**config.mk**
```make
export PLATFORM = sky130hd
export DESIGN_NAME = angs_regs
export DESIGN_NICKNAME = d
export VERILOG_FILES = /design/src/rtl/angs_pkg.sv /design/src/rtl/angs_regs.sv
export SDC_FILE = /design/constraint.sdc
export NUM_CORES = 1
export LEC_CHECK = 0
export BUFFER_PORTS_ARGS = -buffer_cell sky130_fd_sc_hd__buf_2
export CAP_MARGIN = 15
export CORE_UTILIZATION = 52
export CTS_CLUSTER_SIZE = 30
export DETAILED_ROUTE_END_ITERATION = 16
export HOLD_SLACK_MARGIN = 0.03
export PLACE_DENSITY_LB_ADDON = 0.15
export SLEW_MARGIN = 10
export SYNTH_ARGS = -nofsm -noshare
export SYNTH_HDL_FRONTEND = slang
export SYNTH_SLANG_ARGS = --single-unit
```
**constraint.sdc**
```tcl
create_clock -name CLOCK -period 4.1 [get_ports CLOCK]
set_input_delay 1.025 -clock CLOCK [delete_from_list [all_inputs] [get_ports CLOCK]]
set_output_delay 1.025 -clock CLOCK [all_outputs]
set_load 0.05 [all_outputs]
```
**src/rtl/angs_pkg.sv**
```systemverilog
// Constants for the autonegotiation and gigabit status register bank.
// Assumes a word-wide AHB-Lite bus; register byte address is four times its index.
package angs_pkg;
  // ----------------------------------------------------------------
  // Register indices and byte addresses
  // ----------------------------------------------------------------
  localparam logic [11:0] ANGS_IDX_BASE_ABIL = 12'h005;
  localparam logic [11:0] ANGS_IDX_EXPANSION = 12'h006;
  localparam logic [11:0] ANGS_IDX_NP_TX = 12'h007;
  localparam logic [11:0] ANGS_IDX_NP_RX = 12'h008;
  localparam logic [11:0] ANGS_IDX_GIG_CTRL = 12'h009;
  localparam logic [11:0] ANGS_IDX_GIG_STAT = 12'h00A;
  localparam logic [11:0] ANGS_IDX_INT_STAT = 12'h010;
  localparam logic [11:0] ANGS_IDX_INT_MASK = 12'h011;
  localparam logic [11:0] ANGS_ADDR_STEP = 12'h004;
  // ----------------------------------------------------------------
  // Reset values and write mask
  // ----------------------------------------------------------------
  localparam logic [15:0] ANGS_NP_TX_RST = 16'h2001;
  localparam logic [15:0] ANGS_GIG_CTRL_RST = 16'h0700;
  localparam logic [15:0] ANGS_NP_TX_WMASK = 16'hB7FF;
  // ----------------------------------------------------------------
  // Field positions, interrupt width and idle counter limits
  // ----------------------------------------------------------------
  localparam int ANGS_EXP_PD_FAULT = 4;
  localparam int ANGS_EXP_LP_NP = 3;
  localparam int ANGS_EXP_LOC_NP = 2;
  localparam int ANGS_EXP_PAGE_RX = 1;
  localparam int ANGS_EXP_LP_AN = 0;
  localparam int ANGS_NPT_TOGGLE = 11;
  localparam int ANGS_GC_MAN_MS = 12;
  localparam int ANGS_GC_MS_VAL = 11;
  localparam int ANGS_GS_MS_FAULT = 15;
  localparam int ANGS_GS_ROLE = 14;
  localparam int ANGS_GS_LOC_RX = 13;
  localparam int ANGS_GS_REM_RX = 12;
  localparam int ANGS_GS_LP_FDX = 11;
  localparam int ANGS_GS_LP_HDX = 10;
  localparam int ANGS_INT_W = 5;
  localparam logic [7:0] ANGS_IDLE_MAX = 8'hFF;
  localparam logic [7:0] ANGS_IDLE_ONE = 8'h01;
  // ----------------------------------------------------------------
  // Transmitter test modes and AHB-Lite transfer codes
  // ----------------------------------------------------------------
  localparam logic [2:0] ANGS_TM_NORMAL = 3'h0;
  localparam logic [2:0] ANGS_TM_LAST = 3'h4;
  localparam logic [1:0] ANGS_HTRANS_NONSEQ = 2'h2;
  localparam logic [2:0] ANGS_HSIZE_WORD = 3'h2;
endpackage

```
**src/rtl/angs_regs.sv**
```systemverilog
// Autonegotiation and gigabit control/status register bank behind an AHB-Lite slave.
// Assumes the PHY core drives all status inputs on CLOCK; zero-wait-state bus answers.
//
// The AHB-Lite slave port was chosen for this implementation.
`timescale 1ns/1ps

// Overview of operation
// RULE_01: Register 5 shows the partner base page read-only, all fields zero after reset.
// RULE_02: Expansion bit 4 latches high on a parallel detection fault until read.
// RULE_03: Expansion bit 1 shows page reception, latches low, and is zero after reset.
// RULE_04: Expansion bit 2 reads 1, bit 3 and bit 0 show partner abilities, bits 15:5 read zero.
// RULE_05: Register 7 holds writable next page fields with message page and code one after reset.
// RULE_06: Transmit toggle bit 11 is the inverse of the toggle in the last sent link codeword.
// RULE_07: Register 8 shows the partner next page read-only, all fields zero after reset.
// RULE_08: Gigabit control bits 15:13 select the transmitter test mode, reserved codes above 100.
// RULE_09: Software turns off automatic media sensing before picking a nonzero test mode.
// RULE_10: Bit 11 forces the role only while manual configuration bit 12 is set.
// RULE_11: Port type and duplex bits reset to one and reserved bits 7:0 reset to zero.
// RULE_12: Status bit 15 latches high on a master/slave fault until read.
// RULE_13: Status bit 14 shows the resolved role and reads master after reset.
// RULE_14: Status bits 13 and 12 show local and remote receiver health, zero after reset.
// RULE_15: Status bits 11 and 10 show partner gigabit duplex abilities and bits 9:8 read zero.
// RULE_16: Status bits 7:0 count idle errors, reset to zero and clear on read.
// RULE_17: Latched bits refresh on the read that returns them and the idle counter saturates.
module angs_regs
  import angs_pkg::*;
(
  input wire logic CLOCK,
  input wire logic SRST,
  input wire logic HSEL,
  input wire logic [31:0] HADDR,
  input wire logic [1:0] HTRANS,
  input wire logic HWRITE,
  input wire logic [2:0] HSIZE,
  input wire logic [31:0] HWDATA,
  input wire logic HREADY,
  output logic HREADYOUT,
  output logic HRESP,
  output logic [31:0] HRDATA,
  input wire logic BASE_PAGE_VALID,
  input wire logic [15:0] BASE_PAGE,
  input wire logic NEXT_PAGE_VALID,
  input wire logic [15:0] NEXT_PAGE,
  input wire logic LINK_CODEWORD_SENT,
  input wire logic LINK_CODEWORD_TOGGLE,
  input wire logic PARALLEL_FAULT,
  input wire logic PAGE_RECEIVED,
  input wire logic LINK_PARTNER_NP_ABLE,
  input wire logic LINK_PARTNER_AN_ABLE,
  input wire logic MS_FAULT,
  input wire logic MS_RESOLVED_MASTER,
  input wire logic LOCAL_RX_OK,
  input wire logic REMOTE_RX_OK,
  input wire logic LINK_PARTNER_GIG_FDX,
  input wire logic LINK_PARTNER_GIG_HDX,
  input wire logic IDLE_ERROR,
  output logic [15:0] NP_TX_WORD,
  output logic [2:0] TX_TEST_MODE,
  output logic MS_FORCE_EN,
  output logic MS_FORCE_MASTER,
  output logic PORT_MULTI,
  output logic GIG_FDX_ABLE,
  output logic GIG_HDX_ABLE,
  output logic IRQ
);

  // ----------------------------------------------------------------
  // State
  // ----------------------------------------------------------------
  typedef struct packed {
    logic [15:0] base_abil;
    logic [15:0] np_rx;
    logic [15:0] np_tx;
    logic toggle;
    logic [15:0] gig_ctrl;
    logic pd_fault;
    logic page_lat;
    logic page_prev;
    logic ms_fault;
    logic [7:0] idle_cnt;
    logic [ANGS_INT_W-1:0] int_stat;
    logic [ANGS_INT_W-1:0] int_mask;
    logic wr_pend;
    logic [11:0] wr_addr;
    logic [31:0] rdata;
    logic [2:0] test_mode;
    logic force_master;
    logic irq;
  } angs_state_t;

  angs_state_t s_r;
  angs_state_t s_nxt;

  // Byte address match for one register index
  function automatic logic hit(input logic [11:0] addr, input logic [11:0] idx);
    hit = (addr == 12'(idx * ANGS_ADDR_STEP));
  endfunction

  logic take;
  logic [11:0] a_addr;
  logic [ANGS_INT_W-1:0] ev;
  logic [15:0] expansion;
  logic [15:0] gig_stat;

  // ----------------------------------------------------------------
  // Next state
  // ----------------------------------------------------------------
  always_comb
  begin
    s_nxt = s_r;
    take = HSEL && HREADY && (HTRANS == ANGS_HTRANS_NONSEQ);
    a_addr = HADDR[11:0];
    ev = {IDLE_ERROR, MS_FAULT, NEXT_PAGE_VALID, PAGE_RECEIVED && !s_r.page_prev, PARALLEL_FAULT};
    // Write data phase, applied before any read in the same cycle
    if (s_r.wr_pend)
    begin
      if (hit(s_r.wr_addr, ANGS_IDX_NP_TX))
      begin
        s_nxt.np_tx = HWDATA[15:0] & ANGS_NP_TX_WMASK; // see RULE_05
      end
      else if (hit(s_r.wr_addr, ANGS_IDX_GIG_CTRL))
      begin
        s_nxt.gig_ctrl = HWDATA[15:0]; // see RULE_11
      end
      else if (hit(s_r.wr_addr, ANGS_IDX_INT_STAT))
      begin
        s_nxt.int_stat = s_r.int_stat & ~HWDATA[ANGS_INT_W-1:0];
      end
      else if (hit(s_r.wr_addr, ANGS_IDX_INT_MASK))
      begin
        s_nxt.int_mask = HWDATA[ANGS_INT_W-1:0];
      end
    end
    // Captured partner pages
    if (BASE_PAGE_VALID)
    begin
      s_nxt.base_abil = BASE_PAGE; // see RULE_01
    end
    if (NEXT_PAGE_VALID)
    begin
      s_nxt.np_rx = NEXT_PAGE; // see RULE_07
    end
    if (LINK_CODEWORD_SENT)
    begin
      s_nxt.toggle = !LINK_CODEWORD_TOGGLE; // see RULE_06
    end
    // Read view of the composite registers
    expansion = '0; // see RULE_04
    expansion[ANGS_EXP_PD_FAULT] = s_r.pd_fault;
    expansion[ANGS_EXP_LP_NP] = LINK_PARTNER_NP_ABLE;
    expansion[ANGS_EXP_LOC_NP] = 1'b1;
    expansion[ANGS_EXP_PAGE_RX] = s_r.page_lat;
    expansion[ANGS_EXP_LP_AN] = LINK_PARTNER_AN_ABLE;
    gig_stat = {8'h00, s_r.idle_cnt}; // see RULE_15
    gig_stat[ANGS_GS_MS_FAULT] = s_r.ms_fault;
    gig_stat[ANGS_GS_ROLE] = MS_RESOLVED_MASTER; // see RULE_13
    gig_stat[ANGS_GS_LOC_RX] = LOCAL_RX_OK; // see RULE_14
    gig_stat[ANGS_GS_REM_RX] = REMOTE_RX_OK;
    gig_stat[ANGS_GS_LP_FDX] = LINK_PARTNER_GIG_FDX;
    gig_stat[ANGS_GS_LP_HDX] = LINK_PARTNER_GIG_HDX;
    // Latching bits: faults set, a low PAGE_RECEIVED clears, reads refresh, the event wins
    s_nxt.page_prev = PAGE_RECEIVED;
    s_nxt.page_lat = s_r.page_lat && PAGE_RECEIVED; // see RULE_03
    s_nxt.pd_fault = s_r.pd_fault || PARALLEL_FAULT; // see RULE_02
    s_nxt.ms_fault = s_r.ms_fault || MS_FAULT; // see RULE_12
    // Address phase: register read data, apply read side effects
    s_nxt.wr_pend = take && HWRITE;
    s_nxt.wr_addr = a_addr;
    if (take && !HWRITE)
    begin
      s_nxt.rdata = '0;
      if (hit(a_addr, ANGS_IDX_BASE_ABIL))
      begin
        s_nxt.rdata[15:0] = s_r.base_abil;
      end
      else if (hit(a_addr, ANGS_IDX_EXPANSION))
      begin
        s_nxt.rdata[15:0] = expansion;
        s_nxt.pd_fault = PARALLEL_FAULT; // see RULE_17
        s_nxt.page_lat = PAGE_RECEIVED; // see RULE_17
      end
      else if (hit(a_addr, ANGS_IDX_NP_TX))
      begin
        s_nxt.rdata[15:0] = s_nxt.np_tx | (16'(s_r.toggle) << ANGS_NPT_TOGGLE);
      end
      else if (hit(a_addr, ANGS_IDX_NP_RX))
      begin
        s_nxt.rdata[15:0] = s_r.np_rx;
      end
      else if (hit(a_addr, ANGS_IDX_GIG_CTRL))
      begin
        s_nxt.rdata[15:0] = s_nxt.gig_ctrl;
      end
      else if (hit(a_addr, ANGS_IDX_GIG_STAT))
      begin
        s_nxt.rdata[15:0] = gig_stat;
        s_nxt.ms_fault = MS_FAULT; // see RULE_17
        s_nxt.idle_cnt = '0; // see RULE_16
      end
      else if (hit(a_addr, ANGS_IDX_INT_STAT))
      begin
        s_nxt.rdata[ANGS_INT_W-1:0] = s_nxt.int_stat;
      end
      else if (hit(a_addr, ANGS_IDX_INT_MASK))
      begin
        s_nxt.rdata[ANGS_INT_W-1:0] = s_nxt.int_mask;
      end
    end
    // Idle error count saturates; an error in the read cycle counts anew
    if (IDLE_ERROR && (s_nxt.idle_cnt != ANGS_IDLE_MAX))
    begin
      s_nxt.idle_cnt = s_nxt.idle_cnt + ANGS_IDLE_ONE; // see RULE_17
    end
    // Sticky interrupt bits, set wins over clear
    s_nxt.int_stat = s_nxt.int_stat | ev;
    s_nxt.irq = |(s_nxt.int_stat & s_nxt.int_mask);
    // Decoded controls; reserved test codes run as normal
    s_nxt.test_mode = (s_nxt.gig_ctrl[15:13] > ANGS_TM_LAST) ? ANGS_TM_NORMAL : s_nxt.gig_ctrl[15:13]; // see RULE_08
    s_nxt.force_master = s_nxt.gig_ctrl[ANGS_GC_MAN_MS] && s_nxt.gig_ctrl[ANGS_GC_MS_VAL]; // see RULE_10
  end

  // ----------------------------------------------------------------
  // Registers
  // ----------------------------------------------------------------
  always_ff @(posedge CLOCK)
  begin
    if (SRST)
    begin
      s_r <= '0;
      s_r.np_tx <= ANGS_NP_TX_RST; // see RULE_05
      s_r.gig_ctrl <= ANGS_GIG_CTRL_RST; // see RULE_11
    end
    else
    begin
      s_r <= s_nxt;
    end
  end

  // Outputs from flops; NP_TX_WORD merges the toggle flop, bus handshake is tied off
  assign HREADYOUT = 1'b1;
  assign HRESP = 1'b0;
  assign HRDATA = s_r.rdata;
  assign NP_TX_WORD = s_r.np_tx | (16'(s_r.toggle) << ANGS_NPT_TOGGLE);
  assign TX_TEST_MODE = s_r.test_mode;
  assign MS_FORCE_EN = s_r.gig_ctrl[ANGS_GC_MAN_MS];
  assign MS_FORCE_MASTER = s_r.force_master;
  assign PORT_MULTI = s_r.gig_ctrl[10];
  assign GIG_FDX_ABLE = s_r.gig_ctrl[9];
  assign GIG_HDX_ABLE = s_r.gig_ctrl[8];
  assign IRQ = s_r.irq;

  // ----------------------------------------------------------------
  // Assertions
  // ----------------------------------------------------------------
  logic rd_stat;
  logic rd_exp;
  assign rd_stat = take && !HWRITE && hit(a_addr, ANGS_IDX_GIG_STAT);
  assign rd_exp = take && !HWRITE && hit(a_addr, ANGS_IDX_EXPANSION);
  logic rd_base;
  logic rd_nprx;
  logic wr_npt;
  logic wr_gc;
  assign rd_base = take && !HWRITE && hit(a_addr, ANGS_IDX_BASE_ABIL);
  assign rd_nprx = take && !HWRITE && hit(a_addr, ANGS_IDX_NP_RX);
  // Data phase of a write to the next page or control register
  assign wr_npt = s_r.wr_pend && hit(s_r.wr_addr, ANGS_IDX_NP_TX);
  assign wr_gc = s_r.wr_pend && hit(s_r.wr_addr, ANGS_IDX_GIG_CTRL);
endmodule // angs_regs

```
### Yosys cells after proc, flatten, opt, wreduce, memory -nomap -nowiden

Cells that the tools add are included.

* bitwise logic cells: 6
* muxes and demuxes: 31
* add/sub/neg operators: 1
* order comparisons: 1
* eq/ne operators: 14
* reduce and logical (&&, ||, !) cells: 15

Operators with widths (count)
* $mux 16: 10
* $mux 9: 7
* $eq 12x5->1 const B: 4
* $eq 12x6->1 const B: 4
* $eq 12x7->1 const B: 4
* $or 16x12->16: 2
* $mux 10: 3
* $mux 5: 6
* $mux 11: 1
* $and 5x5->5: 2
* $add 8x1->8 const B: 1
* $logic_and 1x1->1: 8
* $mux 8: 1
* $ne 8x8->1 const B: 1
* $mux 2: 3
* $not 5->5: 1
* $or 5x5->5: 1
* $reduce_or 5->1: 1
* $gt 3x3->1 const B: 1
* $logic_not 1->1: 3
* $eq 2x2->1 const B: 1
* $logic_or 1x1->1: 2
* $reduce_or 2->1: 1

* output and inout bits: 59
* logic and storage cells: 86
* register bits: 121
* input bits: 121

### Logic depth before layout (Yosys ltp)

* depth after elaboration: 14
* depth in mapped cells: 12
* mapped depth without buffers: 10

### Least setup slack after synthesis

Ideal clock, no wire load.

* path type: input -> register
* start point: input HADDR[1]
* end point: register s_r (netlist bit gig_stat[6])
* path buffers: 2
* data required time: 3.985 ns
* arrival time: 3.309 ns
* path slack: 0.675 ns
* stages: 12
* path through: buf_4 > nor4b_4 > nand3_2 > or3_1 > buf_2 > and2_1 > ha_1 > a311oi_1 > nand2_1 > nor2_1 > xnor2_1 > nor2_1

* cells in the longest elaborated chain, start to end: 11
* elaborated cells between the ends (all ways): 17

RTL lines
* start: declaration: RTL line angs_regs.sv:31 `input wire logic [31:0] HADDR,`
* $eq 12x6->1
* $mux 9: RTL line angs_regs.sv:194 `else if (hit(a_addr, ANGS_IDX_GIG_STAT))`
* $mux 9: RTL line angs_regs.sv:190 `else if (hit(a_addr, ANGS_IDX_GIG_CTRL))`
* $mux 9: RTL line angs_regs.sv:186 `else if (hit(a_addr, ANGS_IDX_NP_RX))`
* $mux 9: RTL line angs_regs.sv:182 `else if (hit(a_addr, ANGS_IDX_NP_TX))`
* $mux 9: RTL line angs_regs.sv:176 `else if (hit(a_addr, ANGS_IDX_EXPANSION))`
* $mux 9 *: RTL line angs_regs.sv:172 `if (hit(a_addr, ANGS_IDX_BASE_ABIL))`
* $mux 9 *: RTL line angs_regs.sv:169 `if (take && !HWRITE)`
* parallel branches: the longest is 2 deep, another holds $add 8x1->8
* $mux 8 *: RTL line angs_regs.sv:210 `if (IDLE_ERROR && (s_nxt.idle_cnt != ANGS_IDLE_MAX))`
* end signal: assignment: RTL line angs_regs.sv:235 `s_r <= s_nxt;`
* end: declaration: RTL line angs_regs.sv:91 `angs_state_t s_r;`

Mark *: on every way between the ends.
A chain may end at the register's enable or synchronous reset.

### Worst setup path in the final report

* start point: input HADDR[9]
* end point: register s_r (netlist bit gig_stat[6])

The elaborated chain is that of the path after synthesis.

==> results.ini <==
[status]
outcome=complete, no violations

[floorplan]
placement_rows=38
fp.dieH_microns=109
i_o_pin_cnt=180
core_sq_um=11000
die_outline_area_sq_um=11900
effective_utilization_at_floorplan_pct=54.3
die_w_microns=109

[synthesis]
synth-main-ff-cell=sky130_fd_sc_hd__dfxtp_1
synth_enable_flop_cells=0
main_combinational_cell_family_by_area_after_synthesis=simple AND/OR/NAND/NOR gates
yosys.area_share.xor_xnor_pct=0.882
synthCells=652
netlist_area_sq_um=5960
most_used_standard_cells_in_the_synthesized_netlist=sky130_fd_sc_hd__dfxtp_1 (121), sky130_fd_sc_hd__nor2_1 (78), sky130_fd_sc_hd__buf_4 (56)
top_area_cell_type_share_of_the_netlist_area_pct=40.6
warnings_synthesis=0
synth-seq-area-share_pct=40.6
synth_area_per_cell_sq_um=9.14
synth_compound_area_share_pct=16.4
synth_simple_gate_area_share_pct=20.6
synthAdderAreaFrac_pct=0.210
synthArstFlopShare_pct=0
synth.area.top_cells=sky130_fd_sc_hd__dfxtp_1 (41%), sky130_fd_sc_hd__mux2i_1 (9.2%), sky130_fd_sc_hd__buf_4 (7.1%)
synthMuxAreaShare_pct=11.0
synthDistinctLibCells=75
synth_area_leader_cell=sky130_fd_sc_hd__dfxtp_1
synth-seq-cells=121
synth.most_common_cell=sky130_fd_sc_hd__dfxtp_1

[worst_hold_path]
hold_path_class=flip-flop to flip-flop
hold_path_startpoint=expansion[1]

[cts]
cts_max_level=4
cts_root_buffer=sky130_fd_sc_hd__clkbuf_16
clk_latency_ns=0.42
post-cts-setup-buffer-count=0
clock_buffer_count_from_cts=17
max-clock-path-buffers=2
ctsHoldBuffers=0
cts_resized=0
cts_num_sinks=121
cts_tree=done
clkSlewWorstSetupHoldPaths_ns=0.05

[placed_design]
placement.io_buffers=122
gp_congestion=0.947
hpwlAfterDp_mm=12.0
placed_cells=856
placedInstanceArea_sq_um=6350
pre_cts_slack_ns=0.426

[global_routing]
grt_remaining_overflow=0
global_route_wire_length_before_repair_mm=25.7
first_global_vias=4893
antenna_found_initial=0
all_layer_gr_usage_pct=29.2
grt_start_max_net_pins=90

[power_and_ir_drop]
power_frac_seq_pct=39.3
netSwitchingPower_uw=695
power_leakage_nw=3.02
internal-power_mw=2.46
switching_share_pct=22.0
clock_power_share_pct=53.1
power.combinational.fraction_pct=7.6
power_per_cell_area_nw_per_um2=450
post-layout-total-power_mw=3.15
vdd_drop_max_mv=0.383

[job]
count_of_maximum_capacitance_violations=0

[layout]
drive_above_1_share_pct=26.9
post-route-util_pct=63.8
filler_cell_count=952
final_nets=857
stdcell_area_sq_um=7010
instances_no_fill=886
antenna_cells=0
area_delta_synth_final_pct=17.5

[drt]
finalWirelength_mm=16.6
dr_total_vias=5145
drt_iter0_drc=346
detailedRoute.firstPassIterationCount=5
routedWlPerCell_microns=18.7
ant_nets=0
detail_route.drc_violations=0
via_per_inst=5.81

[timing]
report.final.hold_viol_count=0
worstMarginPinSlew_ns=0.947
timing.max_slew.rel_slack_pct=36.8
layout_setup_ws_ns=0.793
final.setup_skew_ns=0.00849
rsz0062_at_grt=false
timing_max_transition_violations_final=0
min_period_over_period_pct=80.7
period_needed_ns=3.31
achievable-frequency_mhz=302
setup_violations=0
fin_hold_ws_ns=0.483
fin_tns_setup_ns=0

[worst_setup_path]
cp-start-kind=input port
worstSetupStartpoint=HADDR[9]
critical_path_arrival_ns=3.61
setup.worst_path.class=input port to flip-flop
critical_path.endpoint_type=flip-flop
timing.critical_path.fanout_max=6
required_ns=4.41
reg2reg_from=s_r[47]

[final timing paths]
path / endpoint / slack (ns) / depth (start not counted)
max reg2reg: HRDATA[5] / 1.30 / 7
min: expansion[1] / 0.48 / 2
max: gig_stat[6] / 0.79 / 11
min reg2reg: expansion[1] / 0.48 / 2
[power groups by stage]
stage	Sequential, mW	Combinational, mW	Clock, mW
after global routing	1.24	0.261	1.74
after floorplan	1.25	0.176	0
after global placement	1.26	0.233	0
final	1.24	0.241	1.68
after CTS	1.24	0.239	1.69
after detailed placement	1.26	0.238	0
[area by class of cell]
cell class | instances | area, sq um | share of cell area, %
Clock buffer | 22 | 464 | 6.63
Clock inverter | 8 | 193 | 2.75
Inverter | 8 | 30.0 | 0.429
Multi-Input combinational cell | 450 | 3000 | 42.8
Sequential cell | 121 | 2420 | 34.6
Tap cell | 140 | 175 | 2.50
Timing Repair Buffer | 137 | 723 | 10.3
[cells in the final DEF (no fill, tap or decap), types with 3 or more instances in the layout]
| cell | n |
|---|---|
| sky130_fd_sc_hd__clkbuf_1 | 3 |
| sky130_fd_sc_hd__conb_1 | 18 |
| sky130_fd_sc_hd__a32oi_1 | 3 |
| sky130_fd_sc_hd__mux2_2 | 8 |
| sky130_fd_sc_hd__nor2b_1 | 14 |
| sky130_fd_sc_hd__nor2_1 | 78 |
| sky130_fd_sc_hd__nor4b_4 | 3 |
| sky130_fd_sc_hd__nor3b_1 | 3 |
| sky130_fd_sc_hd__buf_4 | 15 |
| sky130_fd_sc_hd__mux2i_1 | 55 |
| sky130_fd_sc_hd__a211oi_1 | 4 |
| sky130_fd_sc_hd__bufinv_16 | 6 |
| sky130_fd_sc_hd__a31oi_1 | 3 |
| sky130_fd_sc_hd__dfxtp_1 | 121 |
| sky130_fd_sc_hd__o21bai_1 | 6 |
| sky130_fd_sc_hd__inv_1 | 8 |
| sky130_fd_sc_hd__xnor2_1 | 4 |
| sky130_fd_sc_hd__or2_2 | 5 |
| sky130_fd_sc_hd__nand3b_1 | 7 |
| sky130_fd_sc_hd__and2_1 | 10 |
| sky130_fd_sc_hd__nand3_1 | 14 |
| sky130_fd_sc_hd__a221o_1 | 6 |
| sky130_fd_sc_hd__a21boi_0 | 4 |
| sky130_fd_sc_hd__nor3_1 | 14 |
| sky130_fd_sc_hd__nand4b_1 | 4 |
| sky130_fd_sc_hd__o21ai_0 | 31 |
| sky130_fd_sc_hd__o221ai_1 | 7 |
| sky130_fd_sc_hd__a221oi_1 | 11 |
| sky130_fd_sc_hd__buf_2 | 122 |
| sky130_fd_sc_hd__o211a_1 | 3 |
| sky130_fd_sc_hd__nand4_1 | 4 |
| sky130_fd_sc_hd__a21oi_1 | 44 |
| sky130_fd_sc_hd__clkbuf_16 | 17 |
| sky130_fd_sc_hd__a21o_1 | 4 |
| sky130_fd_sc_hd__nand2_1 | 29 |
[kinds of logic (layout without fill, tap and decap cells)]
kind of cell               Yosys count  in the layout
muxes                               64             64
xor gates and xnor gates             6              6
DFF                                121            121
other                                2             18
AOI/OAI and AO/OA                  145            145
buffers and inverters               97            175
adders and majority gates            1              1
and+or+nand+nor                    216            216
[flip-flops by register name, indices dropped and copies added, names as in the netlist]
register	count
gig_stat	9
TX_TEST_MODE	3
GIG_HDX_ABLE	1
PORT_MULTI	1
GIG_FDX_ABLE	1
MS_FORCE_MASTER	1
expansion	2
MS_FORCE_EN	1
s_r	85
IRQ	1
HRDATA	16
[critical path, stage by stage]
cell and delay [ns]:
sky130_fd_sc_hd__buf_2 0.13, sky130_fd_sc_hd__nor4b_2 0.50, sky130_fd_sc_hd__nand3_2 0.24, sky130_fd_sc_hd__or3_1 0.38
sky130_fd_sc_hd__and2_1 0.20, sky130_fd_sc_hd__ha_1 0.26, sky130_fd_sc_hd__a311oi_1 0.40, sky130_fd_sc_hd__nand2_1 0.16
sky130_fd_sc_hd__nor2_1 0.14, sky130_fd_sc_hd__xnor2_1 0.13, sky130_fd_sc_hd__nor2_1 0.05
[layer usage]
| layer | global-route usage (%) | share of wire [%] | up-vias |
|---|---|---|---|
| met5 | 0 | 0 | - |
| met4 | 12.3 | 2.1 | 0 |
| met3 | 9.26 | 9.0 | 33 |
| met2 | 43.3 | 44 | 248 |
| met1 | 38.8 | 45 | 2428 |
| li1 | - | - | 2436 |
No activity file was read; power rests on OpenSTA's default activity.
